### config.mk
export PLATFORM = sky130hd
export DESIGN_NAME = ltm_top
export DESIGN_NICKNAME = d
export VERILOG_FILES = /design/src/hw/ltm_pkg.sv /design/src/hw/ltm_top.sv /design/src/hw/ltm_lfo_edge.sv /design/src/hw/ltm_axil.sv
export SDC_FILE = /design/constraint.sdc
export NUM_CORES = 1
export LEC_CHECK = 0
export BUFFER_PORTS_ARGS = -buffer_cell sky130_fd_sc_hd__clkbuf_2
export CORE_ASPECT_RATIO = 1.25
export CORE_UTILIZATION = 55
export DETAILED_ROUTE_END_ITERATION = 8
export MAX_ROUTING_LAYER = met4
export PLACE_DENSITY_LB_ADDON = 0.15
export SYNTH_ARGS = -nofsm -noshare
export SYNTH_HDL_FRONTEND = slang
export SYNTH_HIERARCHICAL = 1
export SYNTH_SLANG_ARGS = --single-unit
### constraint.sdc
create_clock -name aclk -period 4.5 [get_ports aclk]
set_input_delay 0.45 -clock aclk [delete_from_list [all_inputs] [get_ports aclk]]
set_output_delay 0.45 -clock aclk [all_outputs]
set_load 0.02 [all_outputs]
### src/hw/ltm_pkg.sv
// Constants, types and decode helpers for the lockable timeout monitor
// How it works
// Count advances on low-frequency oscillator ticks
// Overflow requests a whole-chip system reset
// Software restarts before the timeout expires
// Reset leaves it enabled with longest timeout
// Unlocked, software may disable counting entirely
// Once locked, disable attempts ignored until reset
// Once locked, configuration changes also ignored
// Watchdog reset never drives the reset pin
// Restart clears count, full interval begins again
package ltm_pkg;

	localparam int ADDR_W = 8;
	localparam int DATA_W = 32;
	localparam int CNT_W = 14;
	localparam int SEL_W = 3;
	localparam int EV_W = 2;

	// Register byte offsets
	localparam logic [7:0] OFF_CTRL = 8'h00;
	localparam logic [7:0] OFF_RESTART = 8'h04;
	localparam logic [7:0] OFF_STATUS = 8'h08;
	localparam logic [7:0] OFF_MASK = 8'h0C;
	localparam logic [7:0] OFF_COUNT = 8'h10;

	// Field positions
	localparam int CTRL_EN_BIT = 0;
	localparam int CTRL_SEL_LSB = 1;
	localparam int CTRL_LOCK_BIT = 4;
	localparam int RESTART_BIT = 0;
	localparam int EV_WARN_BIT = 0;
	localparam int EV_REJECT_BIT = 1;

	// Reset values
	localparam logic CTRL_EN_RST = 1'b1;
	localparam logic [SEL_W-1:0] CTRL_SEL_RST = 3'h7;
	localparam logic CTRL_LOCK_RST = 1'b0;
	localparam logic [EV_W-1:0] STATUS_RST = 2'h0;
	localparam logic [EV_W-1:0] MASK_RST = 2'h0;
	localparam logic [CNT_W-1:0] COUNT_RST = 14'h0000;

	// Timeout is 2^(sel + base) oscillator ticks
	localparam logic [3:0] TICK_SHIFT_BASE = 4'h6;

	localparam logic [1:0] RESP_OKAY = 2'h0;
	localparam logic [1:0] RESP_SLVERR = 2'h2;

	typedef struct packed {
		logic lock;
		logic [SEL_W-1:0] sel;
		logic en;
	} ltm_ctrl_t;

	typedef struct packed {
		logic [ADDR_W-1:0] addr;
		logic [DATA_W-1:0] data;
		logic [3:0] strb;
	} ltm_wr_t;

	function automatic logic [CNT_W-1:0] last_tick(input logic [SEL_W-1:0] sel);
		logic [3:0] sh;
		sh = {1'b0, sel} + TICK_SHIFT_BASE;
		return (14'h0001 << sh) - 14'h0001;
	endfunction

	function automatic logic is_mapped(input logic [ADDR_W-1:0] addr);
		return (addr == OFF_CTRL) || (addr == OFF_RESTART) || (addr == OFF_STATUS) ||
			(addr == OFF_MASK) || (addr == OFF_COUNT);
	endfunction

endpackage

### src/hw/ltm_top.sv
// Lockable timeout monitor: counter, lock, reset request and register file
`timescale 1ns/1ps
module ltm_top (
	input wire logic aclk, // System clock, 200 MHz
	input wire logic aresetn, // Synchronous reset, active low
	input wire logic lfo_clk, // Low-frequency oscillator, asynchronous
	input wire logic [7:0] s_axil_awaddr, // Write address
	input wire logic s_axil_awvalid, // Write address valid
	output logic s_axil_awready, // Write address ready
	input wire logic [31:0] s_axil_wdata, // Write data
	input wire logic [3:0] s_axil_wstrb, // Write byte strobes
	input wire logic s_axil_wvalid, // Write data valid
	output logic s_axil_wready, // Write data ready
	output logic [1:0] s_axil_bresp, // Write response
	output logic s_axil_bvalid, // Write response valid
	input wire logic s_axil_bready, // Write response ready
	input wire logic [7:0] s_axil_araddr, // Read address
	input wire logic s_axil_arvalid, // Read address valid
	output logic s_axil_arready, // Read address ready
	output logic [31:0] s_axil_rdata, // Read data
	output logic [1:0] s_axil_rresp, // Read response
	output logic s_axil_rvalid, // Read data valid
	input wire logic s_axil_rready, // Read data ready
	output logic sys_rst_req, // System reset request, held until reset
	output logic ext_rst_oe_n, // Reset pin output enable, never asserted
	output logic irq // Interrupt, level
);
	ltm_pkg::ltm_ctrl_t ctrl, next_ctrl;
	logic [ltm_pkg::CNT_W-1:0] count, next_count;
	logic rst_req, next_rst_req;
	logic [ltm_pkg::EV_W-1:0] status, next_status;
	logic [ltm_pkg::EV_W-1:0] mask, next_mask;
	logic irq_q, next_irq;
	logic tick;
	ltm_pkg::ltm_wr_t wr;
	logic wr_valid;
	logic [7:0] rd_addr;
	logic [31:0] rd_data;
	logic [ltm_pkg::CNT_W-1:0] last;
	logic wr_lane0;
	logic warn_ev;
	logic reject_ev;

	ltm_lfo_edge u_edge (
		.aclk(aclk),
		.aresetn(aresetn),
		.lfo_clk(lfo_clk),
		.tick(tick)
	);

	ltm_axil u_bus (
		.aclk(aclk),
		.aresetn(aresetn),
		.s_axil_awaddr(s_axil_awaddr),
		.s_axil_awvalid(s_axil_awvalid),
		.s_axil_awready(s_axil_awready),
		.s_axil_wdata(s_axil_wdata),
		.s_axil_wstrb(s_axil_wstrb),
		.s_axil_wvalid(s_axil_wvalid),
		.s_axil_wready(s_axil_wready),
		.s_axil_bresp(s_axil_bresp),
		.s_axil_bvalid(s_axil_bvalid),
		.s_axil_bready(s_axil_bready),
		.s_axil_araddr(s_axil_araddr),
		.s_axil_arvalid(s_axil_arvalid),
		.s_axil_arready(s_axil_arready),
		.s_axil_rdata(s_axil_rdata),
		.s_axil_rresp(s_axil_rresp),
		.s_axil_rvalid(s_axil_rvalid),
		.s_axil_rready(s_axil_rready),
		.wr(wr),
		.wr_valid(wr_valid),
		.rd_data(rd_data),
		.rd_addr(rd_addr)
	);

	assign last = ltm_pkg::last_tick(ctrl.sel);
	// All fields live in byte 0; other lanes alone change nothing
	assign wr_lane0 = wr_valid && wr.strb[0];
	assign sys_rst_req = rst_req;
	// Overflow reset stays internal; the pin driver is never enabled
	assign ext_rst_oe_n = 1'b1;
	assign irq = irq_q;

	always_comb begin
		rd_data = 32'h00000000;
		if (rd_addr == ltm_pkg::OFF_CTRL) begin
			rd_data[ltm_pkg::CTRL_EN_BIT] = ctrl.en;
			rd_data[ltm_pkg::CTRL_SEL_LSB +: ltm_pkg::SEL_W] = ctrl.sel;
			rd_data[ltm_pkg::CTRL_LOCK_BIT] = ctrl.lock;
		end else if (rd_addr == ltm_pkg::OFF_STATUS) begin
			rd_data[ltm_pkg::EV_W-1:0] = status;
		end else if (rd_addr == ltm_pkg::OFF_MASK) begin
			rd_data[ltm_pkg::EV_W-1:0] = mask;
		end else if (rd_addr == ltm_pkg::OFF_COUNT) begin
			rd_data[ltm_pkg::CNT_W-1:0] = count;
		end
	end

	always_comb begin
		next_ctrl = ctrl;
		next_count = count;
		next_rst_req = rst_req;
		next_status = status;
		next_mask = mask;
		warn_ev = 1'b0;
		reject_ev = 1'b0;

		// Counting on oscillator edges only; stops once reset is requested
		if (ctrl.en && !rst_req && tick) begin
			if (count == last) begin
				next_rst_req = 1'b1;
			end else begin
				next_count = count + 14'h0001;
			end
			if (count == (last >> 1)) begin
				warn_ev = 1'b1;
			end
		end

		if (wr_lane0 && wr.addr == ltm_pkg::OFF_CTRL) begin
			if (ctrl.lock) begin
				// Locked: every field frozen, a clear of enable is flagged
				if (!wr.data[ltm_pkg::CTRL_EN_BIT]) begin
					reject_ev = 1'b1;
				end
			end else begin
				next_ctrl.en = wr.data[ltm_pkg::CTRL_EN_BIT];
				next_ctrl.sel = wr.data[ltm_pkg::CTRL_SEL_LSB +: ltm_pkg::SEL_W];
				next_ctrl.lock = wr.data[ltm_pkg::CTRL_LOCK_BIT];
				if (wr.data[ltm_pkg::CTRL_LOCK_BIT]) begin
					next_ctrl.en = 1'b1;
				end
			end
		end

		// Restart beats a same-cycle tick on the count, but a tick at the last count still raises the reset request
		if (wr_lane0 && wr.addr == ltm_pkg::OFF_RESTART && wr.data[ltm_pkg::RESTART_BIT]) begin
			next_count = ltm_pkg::COUNT_RST;
		end
		if (!ctrl.en) begin
			next_count = ltm_pkg::COUNT_RST;
		end

		if (wr_lane0 && wr.addr == ltm_pkg::OFF_MASK) begin
			next_mask = wr.data[ltm_pkg::EV_W-1:0];
		end
		if (wr_lane0 && wr.addr == ltm_pkg::OFF_STATUS) begin
			next_status = status & ~wr.data[ltm_pkg::EV_W-1:0];
		end
		// Set after clear: an event in the clearing cycle is kept
		next_status[ltm_pkg::EV_WARN_BIT] = next_status[ltm_pkg::EV_WARN_BIT] | warn_ev;
		next_status[ltm_pkg::EV_REJECT_BIT] = next_status[ltm_pkg::EV_REJECT_BIT] | reject_ev;
		next_irq = |(next_status & next_mask);
	end

	always_ff @(posedge aclk) begin
		if (!aresetn) begin
			ctrl.en <= ltm_pkg::CTRL_EN_RST;
			ctrl.sel <= ltm_pkg::CTRL_SEL_RST;
			ctrl.lock <= ltm_pkg::CTRL_LOCK_RST;
			count <= ltm_pkg::COUNT_RST;
			rst_req <= 1'b0;
			status <= ltm_pkg::STATUS_RST;
			mask <= ltm_pkg::MASK_RST;
			irq_q <= 1'b0;
		end else begin
			ctrl <= next_ctrl;
			count <= next_count;
			rst_req <= next_rst_req;
			status <= next_status;
			mask <= next_mask;
			irq_q <= next_irq;
		end
	end
endmodule

### src/hw/ltm_lfo_edge.sv
// Synchroniser and rising-edge detector for the low-frequency oscillator
`timescale 1ns/1ps
module ltm_lfo_edge (
	input wire logic aclk, // System clock
	input wire logic aresetn, // Synchronous reset, active low
	input wire logic lfo_clk, // Low-frequency oscillator, asynchronous
	output logic tick // One-cycle pulse per oscillator rising edge
);
	logic [2:0] sync;
	logic [2:0] next_sync;

	always_comb begin
		next_sync = {sync[1:0], lfo_clk};
	end

	always_ff @(posedge aclk) begin
		if (!aresetn) begin
			sync <= 3'h0;
		end else begin
			sync <= next_sync;
		end
	end

	// Stage 0 feeds stage 1 only; the edge looks at stages 1 and 2
	assign tick = sync[1] & ~sync[2];
endmodule

### src/hw/ltm_axil.sv
// AXI4-Lite slave front end turning bus traffic into register strobes
`timescale 1ns/1ps
module ltm_axil (
	input wire logic aclk, // System clock
	input wire logic aresetn, // Synchronous reset, active low
	input wire logic [7:0] s_axil_awaddr, // Write address
	input wire logic s_axil_awvalid, // Write address valid
	output logic s_axil_awready, // Write address ready
	input wire logic [31:0] s_axil_wdata, // Write data
	input wire logic [3:0] s_axil_wstrb, // Write byte strobes
	input wire logic s_axil_wvalid, // Write data valid
	output logic s_axil_wready, // Write data ready
	output logic [1:0] s_axil_bresp, // Write response
	output logic s_axil_bvalid, // Write response valid
	input wire logic s_axil_bready, // Write response ready
	input wire logic [7:0] s_axil_araddr, // Read address
	input wire logic s_axil_arvalid, // Read address valid
	output logic s_axil_arready, // Read address ready
	output logic [31:0] s_axil_rdata, // Read data
	output logic [1:0] s_axil_rresp, // Read response
	output logic s_axil_rvalid, // Read data valid
	input wire logic s_axil_rready, // Read data ready
	output ltm_pkg::ltm_wr_t wr, // Write to commit
	output logic wr_valid, // Commit strobe, one cycle
	input wire logic [31:0] rd_data, // Read word for rd_addr
	output logic [7:0] rd_addr // Address being read
);
	logic aw_held, next_aw_held;
	logic w_held, next_w_held;
	logic [7:0] aw_addr, next_aw_addr;
	logic [31:0] w_data, next_w_data;
	logic [3:0] w_strb, next_w_strb;
	logic bvalid, next_bvalid;
	logic [1:0] bresp, next_bresp;
	logic rvalid, next_rvalid;
	logic [31:0] rdata, next_rdata;
	logic [1:0] rresp, next_rresp;

	assign s_axil_awready = !aw_held;
	assign s_axil_wready = !w_held;
	assign s_axil_arready = !rvalid;
	assign s_axil_bvalid = bvalid;
	assign s_axil_bresp = bresp;
	assign s_axil_rvalid = rvalid;
	assign s_axil_rdata = rdata;
	assign s_axil_rresp = rresp;
	assign rd_addr = s_axil_araddr;
	// Commit only when the previous response has gone, so one write is in flight
	assign wr_valid = aw_held && w_held && !bvalid;
	assign wr = '{addr: aw_addr, data: w_data, strb: w_strb};

	always_comb begin
		next_aw_held = aw_held;
		next_w_held = w_held;
		next_aw_addr = aw_addr;
		next_w_data = w_data;
		next_w_strb = w_strb;
		next_bvalid = bvalid;
		next_bresp = bresp;
		next_rvalid = rvalid;
		next_rdata = rdata;
		next_rresp = rresp;
		if (s_axil_awvalid && !aw_held) begin
			next_aw_held = 1'b1;
			next_aw_addr = s_axil_awaddr;
		end
		if (s_axil_wvalid && !w_held) begin
			next_w_held = 1'b1;
			next_w_data = s_axil_wdata;
			next_w_strb = s_axil_wstrb;
		end
		if (bvalid && s_axil_bready) begin
			next_bvalid = 1'b0;
		end
		if (wr_valid) begin
			next_aw_held = 1'b0;
			next_w_held = 1'b0;
			next_bvalid = 1'b1;
			next_bresp = ltm_pkg::is_mapped(aw_addr) ? ltm_pkg::RESP_OKAY : ltm_pkg::RESP_SLVERR;
		end
		if (rvalid && s_axil_rready) begin
			next_rvalid = 1'b0;
		end
		if (s_axil_arvalid && !rvalid) begin
			next_rvalid = 1'b1;
			next_rdata = rd_data;
			next_rresp = ltm_pkg::is_mapped(s_axil_araddr) ? ltm_pkg::RESP_OKAY :
				ltm_pkg::RESP_SLVERR;
		end
	end

	always_ff @(posedge aclk) begin
		if (!aresetn) begin
			aw_held <= 1'b0;
			w_held <= 1'b0;
			aw_addr <= 8'h00;
			w_data <= 32'h00000000;
			w_strb <= 4'h0;
			bvalid <= 1'b0;
			bresp <= 2'h0;
			rvalid <= 1'b0;
			rdata <= 32'h00000000;
			rresp <= 2'h0;
		end else begin
			aw_held <= next_aw_held;
			w_held <= next_w_held;
			aw_addr <= next_aw_addr;
			w_data <= next_w_data;
			w_strb <= next_w_strb;
			bvalid <= next_bvalid;
			bresp <= next_bresp;
			rvalid <= next_rvalid;
			rdata <= next_rdata;
			rresp <= next_rresp;
		end
	end
endmodule

==> results by group <==
Outcome
  – Status: finished, final reports clean

Route
  – Drt wl/cell: 13.88 um
  – Total wire length: 9479 um
  – Drt first pass iters: 4
  – Final ANT Viol Nets: 0
  – Initial drt markers: 131
  – DRC Markers: 0
  – Routed vias: 3,661
  – Vias per cell: 5.360

Floorplanning
  – Std cell rows: 36
  – Die area: 8502 um2
  – Die width: 82.67 um
  – Die height: 102.8 um
  – I/O pins: 104
  – Initial Util: 57.09%
  – Core Area: 7838 um2

Setup path
  – CP endpoint kind: flop
  – Worst R2R End: count[11]
  – Crit path launch: ctrl[3]
  – Depth of the worst register-to-register path: 12
  – Startpoint types: flop
  – Worst R2R Start: ctrl[3]
  – Critical path data arrival time: 3.85 ns
  – CP Class: reg -> reg
  – CP required: 4.78 ns
  – Crit path to: count[11]
  – Reg2reg setup slack: 0.94 ns
  – Worst Path Max Fanout: 25

Timing
  – Fin Setup TNS: 0 ns
  – Final hold violation count: 0
  – Worst-margin pin slew: 0.9483 ns
  – Slew headroom: 36.65%
  – Final min period: 3.562 ns
  – Final worst path period share: 79.16%
  – Clk_skew: 0.007796 ns
  – Setup-failing EPs final: 0
  – Peak Freq: 280.7 MHz
  – Unrepaired setup endpoints after global routing: false
  – Slew Viols, Final: 0

Job
  – Maximum capacitance violations: 0

Power and ir drop
  – Total power: 1.473 mW
  – Lkg Pwr: 2.001 nW
  – Max VDD drop: 0.2234 mV
  – Reg power frac: 50.9%
  – Clk pwr share: 39.3%
  – Comb pwr share: 9.8%
  – Power per Cell Area: 297.1 nW/um2
  – Sw Ratio: 24.45%
  – Pint: 1.113 mW
  – Net Sw Power: 0.3601 mW

Synthesis
  – Post-synthesis instance area: 4474 um2
  – Synth Instances: 526
  – Avg Cell Area, Syn: 8.506 um2
  – Ys Warns: 6

Clock network
  – Clk sinks: 80
  – Maximum root-to-sink buffer count: 2
  – H-Tree Depth: 3
  – # Post-CTS Setup Buffers: 0
  – CTS resizes: 0
  – CTS clk-pin slew, worst paths: 0.08 ns
  – CTS tree: done
  – TritonCTS Buffers: 9
  – Clk Latency, worst-skew pair: 0.35 ns
  – Root buffer cell: clkbuf_8
  – Hold-fix buffers, CTS: 0

Finish
  – Layout fillers: 697
  – Layout cells sized above 1: 19.90%
  – Fin cells: 683
  – Area Overhead vs Synth: 10.79%
  – Diodes inserted: 0
  – Nets: 650

Place
  – Final RePlAce weighted congestion: 0.9113
  – Buffers added on ports: 70
  – Placed Instances: 667
  – Final HPWL from detailed placement: 6740 um

Global route
  – Initial antenna violation count: 0
  – Gr ovfl total: 0
  – First-pass GRT wire length: 15,640 um
  – Vias in the first global route: 3,355
  – Global Route Usage Sum: 24.89%
  – Pin count of the biggest net entering global routing: 67

Hold path
  – Hold crit path type: in -> reg
-- metrics by stage --
step                hold WS [ns]  utilization (%)  worst slack, ns  area [um2]
global route              0.3166            63.25           0.6437        4957
CTS                       0.2833            63.25           0.9564        4957
floorplan                 0.4118                -            1.035        4542
detailed placement        0.4204            60.44           0.9746        4737
finish                    0.3040            63.25           0.9380        4957
global placement          0.4173            60.44            1.086        4737
-- worst min-delay path by stage --
stage                               from             end  slack [ns]  depth (start not counted)
after floorplan           u_edge/sync[0]  u_edge/sync[1]        0.41                          1
after global placement    u_edge/sync[0]  u_edge/sync[1]        0.42                          1
after detailed placement  u_edge/sync[0]  u_edge/sync[1]        0.42                          1
after CTS                        lfo_clk  u_edge/sync[0]        0.28                          2
after global routing             lfo_clk  u_edge/sync[0]        0.32                          2
final                            lfo_clk  u_edge/sync[0]        0.30                          2
-- flip-flops by register name, summed over array words and instances (netlist names), 2 cells and up --
register and cells:
count 14, status 2, u_bus/aw_addr 8, mask 2, ctrl 5, u_edge/sync 3
u_bus/w_data 5, u_bus/s_axil_rdata 32
-- layer usage --
metal | track usage (%) | vias up | share of wire (%)
li1 | - | 1875 | -
met5 | - | - | 0
met3 | 4.336 | 18 | 3.3
met4 | 10.61 | 0 | 2.1
met1 | 30.98 | 1690 | 47
met2 | 39.28 | 78 | 48
-- power groups by stage --
stage / sequential [mW] / clock, mW / combinational [mW]
2_1_floorplan: 0.776 / 0 / 0.109
3_3_place_gp: 0.765 / 0 / 0.141
3_5_place_dp: 0.766 / 0 / 0.144
4_1_cts: 0.749 / 0.594 / 0.144
5_1_grt: 0.753 / 0.620 / 0.160
6_report: 0.749 / 0.579 / 0.144
-- cells in the final DEF (no fill, tap or decap), types with 8 or more instances in the layout --
| master | count |
|---|---|
| nor2_1 | 25 |
| o21ai_0 | 12 |
| and2_1 | 18 |
| nor2b_1 | 13 |
| a21boi_0 | 32 |
| o211ai_1 | 9 |
| a21oi_1 | 12 |
| xnor2_1 | 19 |
| conb_1 | 21 |
| clkbuf_2 | 70 |
| dfxtp_1 | 80 |
| mux2i_1 | 16 |
| clkbuf_8 | 10 |
| nand2_1 | 105 |
| or4_1 | 14 |
| nand3_1 | 8 |
-- area by class of cell --
type / instances / area (um2) / share of cell area, %
Clock buffer: 10 / 137.6 / 2.776
Multi-Input combinational cell: 405 / 2560 / 51.64
Tap cell: 95 / 118.9 / 2.398
Inverter: 9 / 33.78 / 0.6815
Sequential cell: 80 / 1602 / 32.31
Clock inverter: 6 / 82.58 / 1.666
Timing Repair Buffer: 78 / 422.9 / 8.531
-- critical path: stages, from the launching register on --
cell and delay (ns):
dfxtp_1 0.34, inv_1 0.15, ha_1 0.49, nand4_1 0.23, ha_1 0.41, and2_0 0.20
o21ai_0 0.27, a21boi_0 0.14, o2111ai_1 0.35, o21ai_2 0.11, buf_12 0.17, or4_1 0.50
a21oi_1 0.15
(Power assumes the default switching activity.)
